[src/verilog/dtcc_cfg.svh]
// constants for the dual time base capture/compare array
// Overview of operation
// - Four 16-bit timers with reload registers form two pairs, one time base pair per array.
// - Each timer counts on a software-chosen prescaled system clock or on general timer overflow.
// - The first timer of each pair may also count rising edges of its external count pin.
// - Each array has 16 channels, each assignable to either timer of its pair, capture or compare.
// - Each channel owns one pin; channels 24 to 27 never drive their pin.
// - A capture latches the assigned timer on the selected pin event and raises the channel request.
// - The capture event is a rising edge, a falling edge, or both edges of the pin.
// - Compare channels are compared with their timer on each timer update and act on equality.
// - Compare mode 0 raises a request on every match and leaves the pin alone.
// - Compare mode 1 toggles the pin on every match.
// - Compare mode 2 raises at most one request per timer period.
// - Compare mode 3 sets the pin on the first match of a period and clears it on timer overflow.
// - In double-register mode two channels share one pin and a match on either toggles it; matches on both in the same cycle cancel.
// - The fastest prescaler divides by 8, giving 400 ns resolution at a 20 MHz system clock.
`ifndef DTCC_CFG_SVH
`define DTCC_CFG_SVH
`define DTCC_TMR_W 16
`define DTCC_CH_PER_ARR 16
`define DTCC_NUM_CH 32
`define DTCC_NUM_TMR 4
`define DTCC_PAIR_HALF 8
`define DTCC_NOOUT_LO 24
`define DTCC_NOOUT_HI 27
`define DTCC_PRE_BASE 8
`define DTCC_PRE_W 9
`define DTCC_SRC_MAX_PRE 3'h5
`define DTCC_CLK_MHZ 25
`define DTCC_REF_MHZ 20
`define DTCC_RES_NS 400
`endif

[src/verilog/dtcc_pkg.sv]
// types shared by the capture/compare array files
package dtcc_pkg;
  typedef enum logic [2:0] {
    DTCC_SRC_PRE8 = 3'h0,
    DTCC_SRC_PRE16 = 3'h1,
    DTCC_SRC_PRE32 = 3'h2,
    DTCC_SRC_PRE64 = 3'h3,
    DTCC_SRC_PRE128 = 3'h4,
    DTCC_SRC_PRE256 = 3'h5,
    DTCC_SRC_GPT = 3'h6,
    DTCC_SRC_EXT = 3'h7
  } dtcc_src_t;

  typedef enum logic [2:0] {
    DTCC_CH_OFF = 3'h0,
    DTCC_CAP_RISE = 3'h1,
    DTCC_CAP_FALL = 3'h2,
    DTCC_CAP_BOTH = 3'h3,
    DTCC_CMP_M0 = 3'h4,
    DTCC_CMP_M1 = 3'h5,
    DTCC_CMP_M2 = 3'h6,
    DTCC_CMP_M3 = 3'h7
  } dtcc_mode_t;
endpackage

[src/verilog/dtcc_timer.sv]
// one reloadable 16-bit time base with clock source selection
`include "dtcc_cfg.svh"
module dtcc_timer #(
  parameter int TMR_W = `DTCC_TMR_W,
  parameter bit HAS_EXT = 1'b1
) (
  input wire logic sys_clk_i,
  input wire logic sys_rst_i,
  input wire logic run_i,
  input wire logic [2:0] src_i,
  input wire logic gpt_ovf_i,
  input wire logic ext_cnt_i,
  input wire logic wr_i,
  input wire logic [TMR_W-1:0] wdata_i,
  input wire logic [TMR_W-1:0] reload_i,
  output logic [TMR_W-1:0] value_o,
  output logic ovf_o,
  output logic upd_o
);
  localparam logic [`DTCC_PRE_W-1:0] PRE_BASE = `DTCC_PRE_W'(`DTCC_PRE_BASE);
  logic [`DTCC_PRE_W-1:0] pre_r;
  logic [`DTCC_PRE_W-1:0] pre_lim;
  logic ext_r;
  logic tick;
  logic [TMR_W-1:0] value_r;
  logic ovf_r;
  logic upd_r;

  if (TMR_W < 2) begin : g_chk
    $error("dtcc_timer: TMR_W must be at least 2");
  end

  // divide by 8 << code; code 0 is the 400 ns step at 20 MHz
  assign pre_lim = (PRE_BASE << src_i) - `DTCC_PRE_W'(1);

  always_ff @(posedge sys_clk_i) begin
    if (sys_rst_i || !run_i || src_i > `DTCC_SRC_MAX_PRE) begin
      pre_r <= '0;
    end else if (pre_r >= pre_lim) begin
      pre_r <= '0;
    end else begin
      pre_r <= pre_r + `DTCC_PRE_W'(1);
    end
  end

  always_ff @(posedge sys_clk_i) begin
    if (sys_rst_i) begin
      ext_r <= 1'b0;
    end else begin
      ext_r <= ext_cnt_i;
    end
  end

  always_comb begin
    tick = 1'b0;
    if (src_i <= `DTCC_SRC_MAX_PRE) begin
      tick = (pre_r >= pre_lim);
    end else if (src_i == dtcc_pkg::DTCC_SRC_GPT) begin
      tick = gpt_ovf_i;
    end else if (HAS_EXT) begin
      tick = ext_cnt_i && !ext_r;
    end
    tick = tick && run_i;
  end

  always_ff @(posedge sys_clk_i) begin
    if (sys_rst_i) begin
      value_r <= '0;
      ovf_r <= 1'b0;
      upd_r <= 1'b0;
    end else begin
      ovf_r <= 1'b0;
      upd_r <= 1'b0;
      if (wr_i) begin
        value_r <= wdata_i;
        upd_r <= 1'b1;
      end else if (tick) begin
        upd_r <= 1'b1;
        if (&value_r) begin
          value_r <= reload_i;
          ovf_r <= 1'b1;
        end else begin
          value_r <= value_r + TMR_W'(1);
        end
      end
    end
  end

  assign value_o = value_r;
  assign ovf_o = ovf_r;
  assign upd_o = upd_r;
endmodule

[src/verilog/dtcc_top.sv]
// two arrays of sixteen capture/compare channels on four time bases
`include "dtcc_cfg.svh"
module dtcc_top #(
  parameter int TMR_W = `DTCC_TMR_W,
  parameter int NUM_CH = `DTCC_NUM_CH
) (
  input wire logic sys_clk_i,
  input wire logic sys_rst_i,
  // timers: index 0/1 first/second of array a, 2/3 of array b
  input wire logic [`DTCC_NUM_TMR-1:0] tmr_run_i,
  input wire logic [3*`DTCC_NUM_TMR-1:0] tmr_src_i,
  input wire logic [TMR_W*`DTCC_NUM_TMR-1:0] tmr_reload_i,
  input wire logic [`DTCC_NUM_TMR-1:0] tmr_wr_i,
  input wire logic [TMR_W-1:0] tmr_wdata_i,
  input wire logic gpt_ovf_i,
  input wire logic [1:0] ext_cnt_i,
  input wire logic [`DTCC_NUM_TMR-1:0] tmr_ie_i,
  input wire logic [`DTCC_NUM_TMR-1:0] tmr_ir_clr_i,
  output logic [TMR_W*`DTCC_NUM_TMR-1:0] tmr_value_o,
  output logic [`DTCC_NUM_TMR-1:0] tmr_ir_o,
  output logic [`DTCC_NUM_TMR-1:0] tmr_irq_o,
  // channels
  input wire logic [3*NUM_CH-1:0] ch_mode_i,
  input wire logic [NUM_CH-1:0] ch_tsel_i,
  input wire logic [NUM_CH/2-1:0] ch_dbl_i,
  input wire logic ch_wr_i,
  input wire logic [4:0] ch_idx_i,
  input wire logic [TMR_W-1:0] ch_wdata_i,
  input wire logic [NUM_CH-1:0] ch_ie_i,
  input wire logic [NUM_CH-1:0] ch_ir_clr_i,
  output logic [TMR_W*NUM_CH-1:0] ch_value_o,
  output logic [NUM_CH-1:0] ch_ir_o,
  output logic [NUM_CH-1:0] ch_irq_o,
  input wire logic [NUM_CH-1:0] ch_pin_i,
  output logic [NUM_CH-1:0] ch_pin_o,
  output logic [NUM_CH-1:0] ch_pin_oe_o
);
  // 20 MHz / 8 = 400 ns; at 25 MHz the same divider gives 320 ns
  localparam int RES_CYC_REF = (`DTCC_RES_NS * `DTCC_REF_MHZ) / 1000;

  logic [TMR_W-1:0] tval [`DTCC_NUM_TMR];
  logic [`DTCC_NUM_TMR-1:0] tovf;
  logic [`DTCC_NUM_TMR-1:0] tupd;
  logic [`DTCC_NUM_TMR-1:0] tmr_ir_r;
  logic [TMR_W-1:0] ch_val_r [NUM_CH];
  logic [NUM_CH-1:0] pin_prev_r;
  logic [NUM_CH-1:0] ch_ir_r;
  logic [NUM_CH-1:0] done_r;
  logic [NUM_CH-1:0] pin_r;
  logic [NUM_CH-1:0] cap_hit;
  logic [NUM_CH-1:0] cmp_hit;
  logic [NUM_CH-1:0] ch_ovf;
  logic [NUM_CH-1:0] irq_set;
  logic [TMR_W-1:0] ch_tval [NUM_CH];
  logic [NUM_CH-1:0] ch_tupd;
  logic [NUM_CH-1:0] armed;
  logic [NUM_CH-1:0] dbl_tgl;

  if (NUM_CH != `DTCC_NUM_CH || TMR_W != `DTCC_TMR_W) begin : g_chk
    $error("dtcc_top: only 32 channels of 16 bits are supported");
  end
  if (RES_CYC_REF != `DTCC_PRE_BASE) begin : g_chk_res
    $error("dtcc_top: fastest prescaler does not match the resolution");
  end

  // dbl_of and the pin steering assume each array splits into two equal halves
  if (2 * `DTCC_PAIR_HALF != `DTCC_CH_PER_ARR ||
      NUM_CH != 2 * `DTCC_CH_PER_ARR) begin : g_chk_pair
    $error("dtcc_top: double pairs must split each array in halves");
  end

  if (`DTCC_NOOUT_LO > `DTCC_NOOUT_HI || `DTCC_NOOUT_HI >= NUM_CH) begin : g_chk_noout
    $error("dtcc_top: input-only channel range lies outside the array");
  end

  // timer that serves a channel: array from index bit 4, pair member from tsel
  function automatic int tmr_of(input int ch, input logic tsel);
    tmr_of = 2 * (ch / `DTCC_CH_PER_ARR) + (tsel ? 1 : 0);
  endfunction

  function automatic dtcc_pkg::dtcc_mode_t mode_of(input int ch, input logic [3*NUM_CH-1:0] m);
    mode_of = dtcc_pkg::dtcc_mode_t'(m[3*ch +: 3]);
  endfunction

  function automatic logic is_cmp(input dtcc_pkg::dtcc_mode_t m);
    is_cmp = (m == dtcc_pkg::DTCC_CMP_M0) || (m == dtcc_pkg::DTCC_CMP_M1) ||
      (m == dtcc_pkg::DTCC_CMP_M2) || (m == dtcc_pkg::DTCC_CMP_M3);
  endfunction

  function automatic logic no_out(input int ch);
    no_out = (ch >= `DTCC_NOOUT_LO) && (ch <= `DTCC_NOOUT_HI);
  endfunction

  // double mode index: lower half of each array k pairs with k + 8
  function automatic int dbl_of(input int ch);
    dbl_of = (ch / `DTCC_CH_PER_ARR) * `DTCC_PAIR_HALF + (ch % `DTCC_PAIR_HALF);
  endfunction

  for (genvar t = 0; t < `DTCC_NUM_TMR; t++) begin : g_tmr
    dtcc_timer #(
      .TMR_W(TMR_W),
      .HAS_EXT((t % 2) == 0)
    ) u_tmr (
      .sys_clk_i(sys_clk_i),
      .sys_rst_i(sys_rst_i),
      .run_i(tmr_run_i[t]),
      .src_i(tmr_src_i[3*t +: 3]),
      .gpt_ovf_i(gpt_ovf_i),
      .ext_cnt_i(ext_cnt_i[t/2]),
      .wr_i(tmr_wr_i[t]),
      .wdata_i(tmr_wdata_i),
      .reload_i(tmr_reload_i[TMR_W*t +: TMR_W]),
      .value_o(tval[t]),
      .ovf_o(tovf[t]),
      .upd_o(tupd[t])
    );
    assign tmr_value_o[TMR_W*t +: TMR_W] = tval[t];
  end

  // set wins over a simultaneous clear
  always_ff @(posedge sys_clk_i) begin
    if (sys_rst_i) begin
      tmr_ir_r <= '0;
    end else begin
      tmr_ir_r <= (tmr_ir_r & ~tmr_ir_clr_i) | tovf;
    end
  end
  assign tmr_ir_o = tmr_ir_r;
  assign tmr_irq_o = tmr_ir_r & tmr_ie_i;

  always_ff @(posedge sys_clk_i) begin
    if (sys_rst_i) begin
      pin_prev_r <= '0;
    end else begin
      pin_prev_r <= ch_pin_i;
    end
  end

  // time base allocated to every channel, shared by capture and compare
  always_comb begin
    for (int c = 0; c < NUM_CH; c++) begin
      ch_tval[c] = tval[tmr_of(c, ch_tsel_i[c])];
      ch_tupd[c] = tupd[tmr_of(c, ch_tsel_i[c])];
      ch_ovf[c] = tovf[tmr_of(c, ch_tsel_i[c])];
    end
  end

  // capture and compare detection
  always_comb begin
    dtcc_pkg::dtcc_mode_t m;
    logic rise;
    logic fall;
    m = dtcc_pkg::DTCC_CH_OFF;
    rise = 1'b0;
    fall = 1'b0;
    cap_hit = '0;
    cmp_hit = '0;
    for (int c = 0; c < NUM_CH; c++) begin
      m = mode_of(c, ch_mode_i);
      rise = ch_pin_i[c] && !pin_prev_r[c];
      fall = !ch_pin_i[c] && pin_prev_r[c];
      case (m)
        dtcc_pkg::DTCC_CAP_RISE: cap_hit[c] = rise;
        dtcc_pkg::DTCC_CAP_FALL: cap_hit[c] = fall;
        dtcc_pkg::DTCC_CAP_BOTH: cap_hit[c] = rise || fall;
        default: cap_hit[c] = 1'b0;
      endcase
      // match only on a fresh timer value, so a stopped timer fires once
      cmp_hit[c] = is_cmp(m) && ch_tupd[c] && (ch_tval[c] == ch_val_r[c]);
    end
  end

  // a one-shot channel is armed again in the very cycle its timer overflows
  assign armed = ~done_r | ch_ovf;

  // double pairs: either partner toggles the lower pin, a match on both cancels
  always_comb begin
    dbl_tgl = '0;
    for (int c = 0; c < NUM_CH; c++) begin
      if ((c % `DTCC_CH_PER_ARR) < `DTCC_PAIR_HALF) begin
        dbl_tgl[c] = ch_dbl_i[dbl_of(c)] &&
          (cmp_hit[c] ^ cmp_hit[(c + `DTCC_PAIR_HALF) % NUM_CH]);
      end
    end
  end

  // a capture beats a software write in the same cycle; that write is lost
  always_ff @(posedge sys_clk_i) begin
    if (sys_rst_i) begin
      for (int c = 0; c < NUM_CH; c++) begin
        ch_val_r[c] <= '0;
      end
    end else begin
      for (int c = 0; c < NUM_CH; c++) begin
        if (cap_hit[c]) begin
          ch_val_r[c] <= ch_tval[c];
        end else if (ch_wr_i && ch_idx_i == 5'(c)) begin
          ch_val_r[c] <= ch_wdata_i;
        end
      end
    end
  end

  // one-shot modes are armed again by their timer's overflow
  always_ff @(posedge sys_clk_i) begin
    if (sys_rst_i) begin
      done_r <= '0;
    end else begin
      for (int c = 0; c < NUM_CH; c++) begin
        if (cmp_hit[c]) begin
          done_r[c] <= 1'b1;
        end else if (ch_ovf[c] || !is_cmp(mode_of(c, ch_mode_i))) begin
          done_r[c] <= 1'b0;
        end
      end
    end
  end

  always_comb begin
    dtcc_pkg::dtcc_mode_t m;
    m = dtcc_pkg::DTCC_CH_OFF;
    irq_set = '0;
    for (int c = 0; c < NUM_CH; c++) begin
      m = mode_of(c, ch_mode_i);
      case (m)
        dtcc_pkg::DTCC_CAP_RISE,
        dtcc_pkg::DTCC_CAP_FALL,
        dtcc_pkg::DTCC_CAP_BOTH: irq_set[c] = cap_hit[c];
        dtcc_pkg::DTCC_CMP_M0: irq_set[c] = cmp_hit[c];
        dtcc_pkg::DTCC_CMP_M1: irq_set[c] = cmp_hit[c];
        dtcc_pkg::DTCC_CMP_M2: irq_set[c] = cmp_hit[c] && armed[c];
        dtcc_pkg::DTCC_CMP_M3: irq_set[c] = cmp_hit[c] && armed[c];
        default: irq_set[c] = 1'b0;
      endcase
    end
  end

  always_ff @(posedge sys_clk_i) begin
    if (sys_rst_i) begin
      ch_ir_r <= '0;
    end else begin
      ch_ir_r <= (ch_ir_r & ~ch_ir_clr_i) | irq_set;
    end
  end
  assign ch_ir_o = ch_ir_r;
  assign ch_irq_o = ch_ir_r & ch_ie_i;

  // pin latches; an upper-half channel in double mode steers its lower partner
  always_ff @(posedge sys_clk_i) begin
    if (sys_rst_i) begin
      pin_r <= '0;
    end else begin
      for (int c = 0; c < NUM_CH; c++) begin
        if ((c % `DTCC_CH_PER_ARR) < `DTCC_PAIR_HALF && ch_dbl_i[dbl_of(c)]) begin
          if (dbl_tgl[c]) begin
            pin_r[c] <= !pin_r[c];
          end
        end else begin
          case (mode_of(c, ch_mode_i))
            dtcc_pkg::DTCC_CMP_M1: begin
              if (cmp_hit[c]) begin
                pin_r[c] <= !pin_r[c];
              end
            end
            dtcc_pkg::DTCC_CMP_M3: begin
              // a match in the overflow cycle itself belongs to the new period
              if (cmp_hit[c] && armed[c]) begin
                pin_r[c] <= 1'b1;
              end else if (ch_ovf[c]) begin
                pin_r[c] <= 1'b0;
              end
            end
            default: pin_r[c] <= pin_r[c];
          endcase
        end
      end
    end
  end

  always_comb begin
    dtcc_pkg::dtcc_mode_t m;
    logic dbl_lo;
    logic dbl_hi;
    m = dtcc_pkg::DTCC_CH_OFF;
    dbl_lo = 1'b0;
    dbl_hi = 1'b0;
    ch_pin_oe_o = '0;
    for (int c = 0; c < NUM_CH; c++) begin
      m = mode_of(c, ch_mode_i);
      dbl_lo = (c % `DTCC_CH_PER_ARR) < `DTCC_PAIR_HALF && ch_dbl_i[dbl_of(c)];
      dbl_hi = (c % `DTCC_CH_PER_ARR) >= `DTCC_PAIR_HALF && ch_dbl_i[dbl_of(c)];
      if (no_out(c) || dbl_hi) begin
        ch_pin_oe_o[c] = 1'b0;
      end else begin
        ch_pin_oe_o[c] = dbl_lo || m == dtcc_pkg::DTCC_CMP_M1 ||
          m == dtcc_pkg::DTCC_CMP_M3;
      end
    end
  end

  assign ch_pin_o = pin_r;

  for (genvar c = 0; c < NUM_CH; c++) begin : g_out
    assign ch_value_o[TMR_W*c +: TMR_W] = ch_val_r[c];
  end
endmodule
[config.mk]
export PLATFORM = sky130hd
export DESIGN_NAME = dtcc_top
export DESIGN_NICKNAME = d
export VERILOG_FILES = /design/src/verilog/dtcc_pkg.sv /design/src/verilog/dtcc_timer.sv /design/src/verilog/dtcc_top.sv
export VERILOG_INCLUDE_DIRS = /design/src /design/src/verilog
export SDC_FILE = /design/constraint.sdc
export NUM_CORES = 2
export LEC_CHECK = 0
export BUFFER_PORTS_ARGS = -buffer_cell sky130_fd_sc_hd__buf_2
export CORE_AREA = 2 2 425 427
export CTS_BUF_LIST = sky130_fd_sc_hd__clkbuf_8
export DETAILED_ROUTE_END_ITERATION = 6
export DIE_AREA = 0 0 427 429
export GPL_ROUTABILITY_DRIVEN = 0
export GPL_TIMING_DRIVEN = 1
export SLEW_MARGIN = 10
export SYNTH_ARGS = -nofsm -noshare
export SYNTH_HDL_FRONTEND = slang
export SYNTH_SLANG_ARGS = --single-unit
[constraint.sdc]
create_clock -name sys_clk_i -period 2.5 [get_ports sys_clk_i]
set_input_delay 0.25 -clock sys_clk_i [delete_from_list [all_inputs] [get_ports sys_clk_i]]
set_output_delay 0.25 -clock sys_clk_i [all_outputs]
set_load 0.01 [all_outputs]
# Word level (Yosys, flattened, before mapping)
# Memory sizes are Yosys's and may differ from the RTL's.
# Index checks and enable logic that the tools add are counted.
classes:
  n_reduce_logical: 769
  n_mux: 942
  shifts: 4
  magnitude_cmp: 76
  add_sub_neg: 28
  bitwise_logic: 126
  eq_ne: 371
ops:
  columns: ["operator", "count"]
  rows:
  - ["16-bit 2-to-1 mux", 140]
  - ["32-bit inverter", 34]
  - ["16-bit binary-select mux with 2-bit select", 32]
  - ["32-bit by 3-bit >= comparator with 1-bit output (second input constant)", 32]
  - ["1-bit 2-to-1 mux", 610]
  - ["16-bit equality test", 32]
  - ["3-bit equality test (second input constant)", 132]
  - ["1-bit logical AND", 214]
  - ["1-bit logical OR", 212]
  - ["3-bit by 2-bit equality test with 1-bit output (second input constant)", 64]
  - ["1-bit one-hot mux with 3 select lines", 64]
  - ["2-bit OR reduction", 68]
  - ["1-bit logical NOT", 134]
  - ["1-bit binary-select mux with 2-bit select", 64]
  - ["3-bit OR reduction", 36]
  - ["2-bit nonzero test", 52]
  - ["3-bit by 1-bit equality test with 1-bit output (second input constant)", 32]
  - ["5-bit equality test (second input constant)", 16]
  - ["16-bit by 1-bit adder with 16-bit output (second input constant)", 4]
  - ["32-bit bitwise AND", 2]
  - ["4-bit by 3-bit != test with 1-bit output (second input constant)", 16]
  - ["1-bit OR", 64]
  - ["32-bit OR", 2]
  - ["1-bit one-hot mux with 2 select lines", 32]
  - ["27 further kinds", 228]
totals:
  reg_bits: 242
  ram_bits: 512
  mem_count: 1
  input_bits: 375
memory_table:
  columns: ["name", "depth", "width", "rd", "rd_clocked_by_memory_dff", "write_ports", "line", "text"]
  rows:
  - ["ch_val_r", 32, 16, 32, 0, 32, "dtcc_top.sv:45", "logic [TMR_W-1:0] ch_val_r [NUM_CH];"]

# Depth between registers and ports, before layout
logic_depth:
  ltp_word: 12
  ltp_mapped: 12
  mapped_depth_nobuf: 10

# Cells and area by module
# A second synthesis with hierarchy kept.
unflattened:
  hier_cells: 5333
  area_unflattened_um2: 50359.5
by_module_without_submodules:
  columns: ["mod", "n_inst", "area_each_um2", "seq_area_each_um2", "cells_each"]
  rows:
  - ["dtcc_top", 1, 43247.7, 18017.3, 4440]
  - ["dtcc_timer at g_tmr[3].u_tmr", 1, 1806.7, 540.5, 231]
  - ["dtcc_timer at g_tmr[1].u_tmr", 1, 1785.5, 540.5, 228]
  - ["dtcc_timer at g_tmr[2].u_tmr", 1, 1762.9, 560.5, 219]
  - ["dtcc_timer at g_tmr[0].u_tmr", 1, 1756.7, 560.5, 215]

# Worst setup path before layout
# Ideal clock, no wire load.
synth_timing:
  path_kind: "input to register"
  from: "input sys_rst_i"
  to: "memory ch_val_r[1][192] in the netlist's numbering, enable pin"
  t_required_ps: 2048
  arrival_ps: 2081
  path_buffers: 5
  setup_ps: 452
  path_slack_ps: -33
  stages: 7
  path_cell_list: "clkbuf_1 > inv_1 > clkbuf_1 > clkbuf_1 > clkbuf_1 > buf_1 > o221ai_1"
synth_lines:
  columns: ["element", "line", "text"]
  rows:
  - ["start, declared", "dtcc_top.sv:8", "input wire logic sys_rst_i,"]
  - ["end, declared", "dtcc_top.sv:45", null]

# Worst setup path after layout
layout_timing:
  from: "register g_tmr[1].u_tmr.value_r[14]"
  to: "register pin_r[6] (netlist: ch_pin_o[6])"
layout_between:
  elab_chain_cells: 9
  elab_cells_between_ends: 20
  classes_between: "5 x eq/ne; 9 x mux; 1 x bitwise; 5 x reduce/logical"
layout_rtl:
  columns: ["element", "line", "text"]
  rows:
  - ["start, declared", "dtcc_timer.sv:25", "logic [TMR_W-1:0] value_r;"]
  - ["start signal, assigned", "dtcc_timer.sv:75", "value_r <= wdata_i;"]
  - ["start signal, assigned", "dtcc_timer.sv:80", "value_r <= reload_i;"]
  - ["start signal, assigned", "dtcc_timer.sv:83", "value_r <= value_r + TMR_W'(1);"]
  - ["16-bit binary-select mux with 2-bit select", "dtcc_top.sv:142", "ch_tval[c] = tval[tmr_of(c, ch_tsel_i[c])];"]
  - ["16-bit 2-to-1 mux (not written as such) (2 in a row)", "dtcc_top.sv:142", null]
  - ["16-bit equality test", "dtcc_top.sv:169", "cmp_hit[c] = is_cmp(m) && ch_tupd[c] && (ch_tval[c] == ch_val_r[c]);"]
  - ["1-bit logical AND", "dtcc_top.sv:169", null]
  - ["1-bit XOR / 1-bit logical AND (equally long branches)", "dtcc_top.sv:182, dtcc_top.sv:267", null]
  - ["1-bit logical AND / 1-bit 2-to-1 mux (equally long branches)", "dtcc_top.sv:181, dtcc_top.sv:267", null]
  - ["2-bit by 1-bit != test with 1-bit output (no source line) / 1-bit one-hot mux with 2 select lines (equally long branches)", null, null]
  - ["4-bit AND reduction (no source line) / 1-bit 2-to-1 mux (equally long branches)", null, null]
  - ["end signal, assigned by index", "dtcc_top.sv:256", "pin_r[c] <= !pin_r[c];"]
  - ["end signal, assigned by index", "dtcc_top.sv:262", "pin_r[c] <= !pin_r[c];"]
  - ["end signal, assigned by index", "dtcc_top.sv:273", "default: pin_r[c] <= pin_r[c];"]
  - ["end, declared", "dtcc_top.sv:49", "logic [NUM_CH-1:0] pin_r;"]
# Parallel ways exist; a longest one is shown, timed or not. The select of a mux whose other input is x is not followed.
# A chain may end at the register's enable or synchronous reset.

==> flow_summary.yaml <==
timing:
  skew_ns: 0.0504
  clock.fmax_mhz: 379
  fin_ws_ns: -0.142
  period_share: 1.06
  setup_viol: 15
  fin_crit_ns: 2.64
  slew_headroom: 0.248
  hold_ws_ns: 0.0863
  hold_violations: 0
  grt_setup_unrepaired: "yes"
  tns_ns: -0.931
  worst_slew_pin_slew_ns: 1.13
  final_max_slew_viol_count: 0
yosys:
  syn_inst: 5391
  synth_area_leaders: "edfxtp_1, mux2i_1, dfxtp_1"
  synth_flop_cell: "edfxtp_1"
  ys_async_sr_fraction: 0
  synth_area_mm2: 0.0499
  synth_top_area_cell: "edfxtp_1"
  synth_cell_types: 77
  ys_seq_area_frac: 0.405
  syn_area_per_cell_um2: 9.25
  yosys_warnings: 0
  synth_top_area_share: 0.308
  synth_seq_cells: 754
  synth_edf_count: 512
final_layout:
  drive_above_1_share: 0.341
  fin_area_mm2: 0.0733
  utilization: 0.412
  nets: 7811
  areaGrowthSynthToFinish_pct: 46.9
worst_setup_path:
  worstSetupPathType: "flop to flop"
  critical_path.max_fanout: 8
  worstPathRequired_ns: 3.33
  end_kind: "flop"
  r2r_end: "ch_pin_o[6]$_SDFFE_PP0P_"
  rr_startpoint: "g_tmr[1].u_tmr.value_o[14]$_SDFFE_PP0P_"
  rrSetupSlack_ns: -0.14
  rr_worst_depth: 11
  cp-start-kind: "flop"
  crit_arrival_ns: 3.48
place:
  hpwlAfterDp_mm: 212
  port_buffers: 1082
  post_dp_cell_area_mm2: 0.0631
  dpl_worst_slack_ns: -0.513
floorplan:
  die-height_um: 429
  core_mm2: 0.178
  die_x_um: 427
  initial_core_util: 0.280
  num_rows: 155
  ios: 1087
  dieArea_mm2: 0.183
clocking:
  cts.htree.levels: 4
  cts_sinks: 754
  cts_tree: "built"
  cts_buffers: 150
  path_clk_slew_ns: 0.06
  ctsLongestPathBuffers: 3
  worstSkewPairLatency_ns: 0.98
  cts-root-buf: "clkbuf_8"
hold_path:
  holdCritStartpoint: "ch_pin_i[18]"
  hp-class: "primary input to flop"
  worst_hold_path.num_cells: 4
  holdPathEnd: "pin_prev_r[18]$_SDFF_PP0_"
route:
  avgViaCountPerCell: 5.68
  first_pass_iters: 6
  via_count: 55989
  drc_errors: 0
  antenna_left: 0
  drt_wl_total_mm: 299
  drt_iter0_drc: 6906
  wl_per_cell_um: 30.3
outcome:
  status: "complete, but fails checks"
  violations: "setup timing"
global_routing:
  antenna_found_initial: 33
  track_usage: 0.309
  grt-ovfl-total: 0
  grt_max_degree: 106
  grt_first_pass_wirelength_mm: 403
  grt_pass1_vias: 53180
job:
  cap_violations: 0
pwr:
  ir_worst_vdd_v: 0.000585
  leakage_nw: 30.7
  powerDensity_mw_per_mm2: 522
registers in the layout (all words and copies together) (netlist names):
signal,flops
ch_val_r,512
ch_pin_o,32
pin_prev_r,32
done_r,32
g_tmr.u_tmr.upd_o,4
tmr_ir_o,4
g_tmr.u_tmr.pre_r,36
g_tmr.u_tmr.ovf_o,4
g_tmr.u_tmr.value_o,64
g_tmr.u_tmr.ext_r,2
ch_ir_o,32
worst max-delay path: stages, from the launching register on:
cell and delay, ns:
dfxtp_4 0.36, buf_12 0.15, buf_4 0.20, buf_4 0.16, mux2i_2 0.18, xnor2_1 0.13, nor4_1 0.27, nand4b_1 0.27
or3_1 0.39, mux2i_2 0.19, o21a_1 0.16, a21oi_1 0.06
report_power, final:
| part | internal [mW] | switching [mW] |
|---|---|---|
| Combinational | 4.11 | 5.96 |
| Clock | 6.77 | 6.35 |
| Sequential | 14.2 | 0.876 |
| Total | 25.1 | 13.2 |
layout by cell type (no fill, tap or decap), types with 134 or more instances in the layout:
cell           count
inv_1            254
xor2_1           183
xnor2_1          340
nor2_1           284
edfxtp_1         512
dlygate4sd3_1    390
dfxtp_1          170
buf_4            589
buf_12           134
a21oi_1          199
buf_2           1065
nand2_1          728
clkbuf_8         181
o31ai_1          240
nand3_1          148
mux2i_1          389
o21ai_0          292
layer usage:
layer	part of all wire	vias up	wire length, um	track usage
met5	0.00019	-	56	0
met4	0.11	8	32300	0.287
met3	0.12	1281	35100	0.0828
met2	0.44	4354	132000	0.480
met1	0.33	26931	99400	0.343
li1	-	23415	-	-
metrics by stage:
step / std cells / total power, mW
after floorplan: 5394 / 19.0
after global placement: 9037 / 23.7
after detailed placement: 9037 / 23.7
after CTS: 9772 / 37.6
after global routing: 9843 / 39.2
final: 9857 / 38.2
synth_stat cells, drive strengths merged (54+ instances only):
| cell type | n |
|---|---|
| and2 | 58 |
| o21ai | 306 |
| a21oi | 204 |
| clkbuf | 303 |
| nor2 | 287 |
| edfxtp | 512 |
| xor2 | 190 |
| buf | 128 |
| a31oi | 67 |
| nand3 | 156 |
| nand4 | 54 |
| xnor2 | 363 |
| nor4 | 124 |
| ha | 96 |
| dfxtp | 242 |
| o31ai | 241 |
| mux2 | 107 |
| inv | 196 |
| nand2 | 730 |
| nor3 | 98 |
| a22o | 76 |
| mux2i | 508 |
layout make-up:
class	instances	area (um^2)
well taps	2355	2950
repair buffers	2225	17000
flip-flops and latches	754	20400
fillers	17293	105000
multi-input cells	4012	29200
clock buffers	181	2490
inverters	197	742
diodes	36	90.1
clock inverters	97	485
what timing repair did:
item | in CTS | in global routing
hold buffers | 391 | 0
resized for setup | 167 | 279
endpoints found under the setup margin | 28 | 67
buffers inserted | 71 | 50
gates cloned | 2 | 3
endpoints found under the hold margin | 785 | 0
pin swaps | 77 | 115
logic make-up (layout without fill, tap and decap cells):
logic type | Yosys count | count (layout) | share of synthesized area
AO/OA/AOI/OAI | 1064 | 1064 | 0.138
XOR/XNOR | 553 | 553 | 0.0971
adder cells (fa/ha/maj) | 96 | 96 | 0.0241
buffers and inverters | 628 | 2700 | 0.0514
flip-flops | 754 | 754 | 0.405
multiplexers | 615 | 615 | 0.126
other | 1 | 40 | 0.0000752
AND/OR/NAND/NOR | 1680 | 1680 | 0.158
worst max path at each step:
stage,start,endpoint,slack (ns),cells past startpoint
floorplan,sys_rst_i,ch_val_r[1][192]$_SDFFCE_PP0P_,-0.03,7
global placement,ch_tsel_i[13],ch_pin_o[5]$_SDFFE_PP0P_,-0.57,11
detailed placement,ch_tsel_i[13],ch_pin_o[5]$_SDFFE_PP0P_,-0.51,11
CTS,g_tmr[0].u_tmr.value_o[14]$_SDFFE_PP0P_,ch_pin_o[7]$_SDFFE_PP0P_,-0.08,9
global route,g_tmr[2].u_tmr.pre_r[3]$_SDFF_PP0_,g_tmr[2].u_tmr.value_o[6]$_SDFFE_PP0P_,-0.20,10
finish,g_tmr[1].u_tmr.value_o[14]$_SDFFE_PP0P_,ch_pin_o[6]$_SDFFE_PP0P_,-0.14,11
Note: power is estimated with default switching activity, not from simulation.
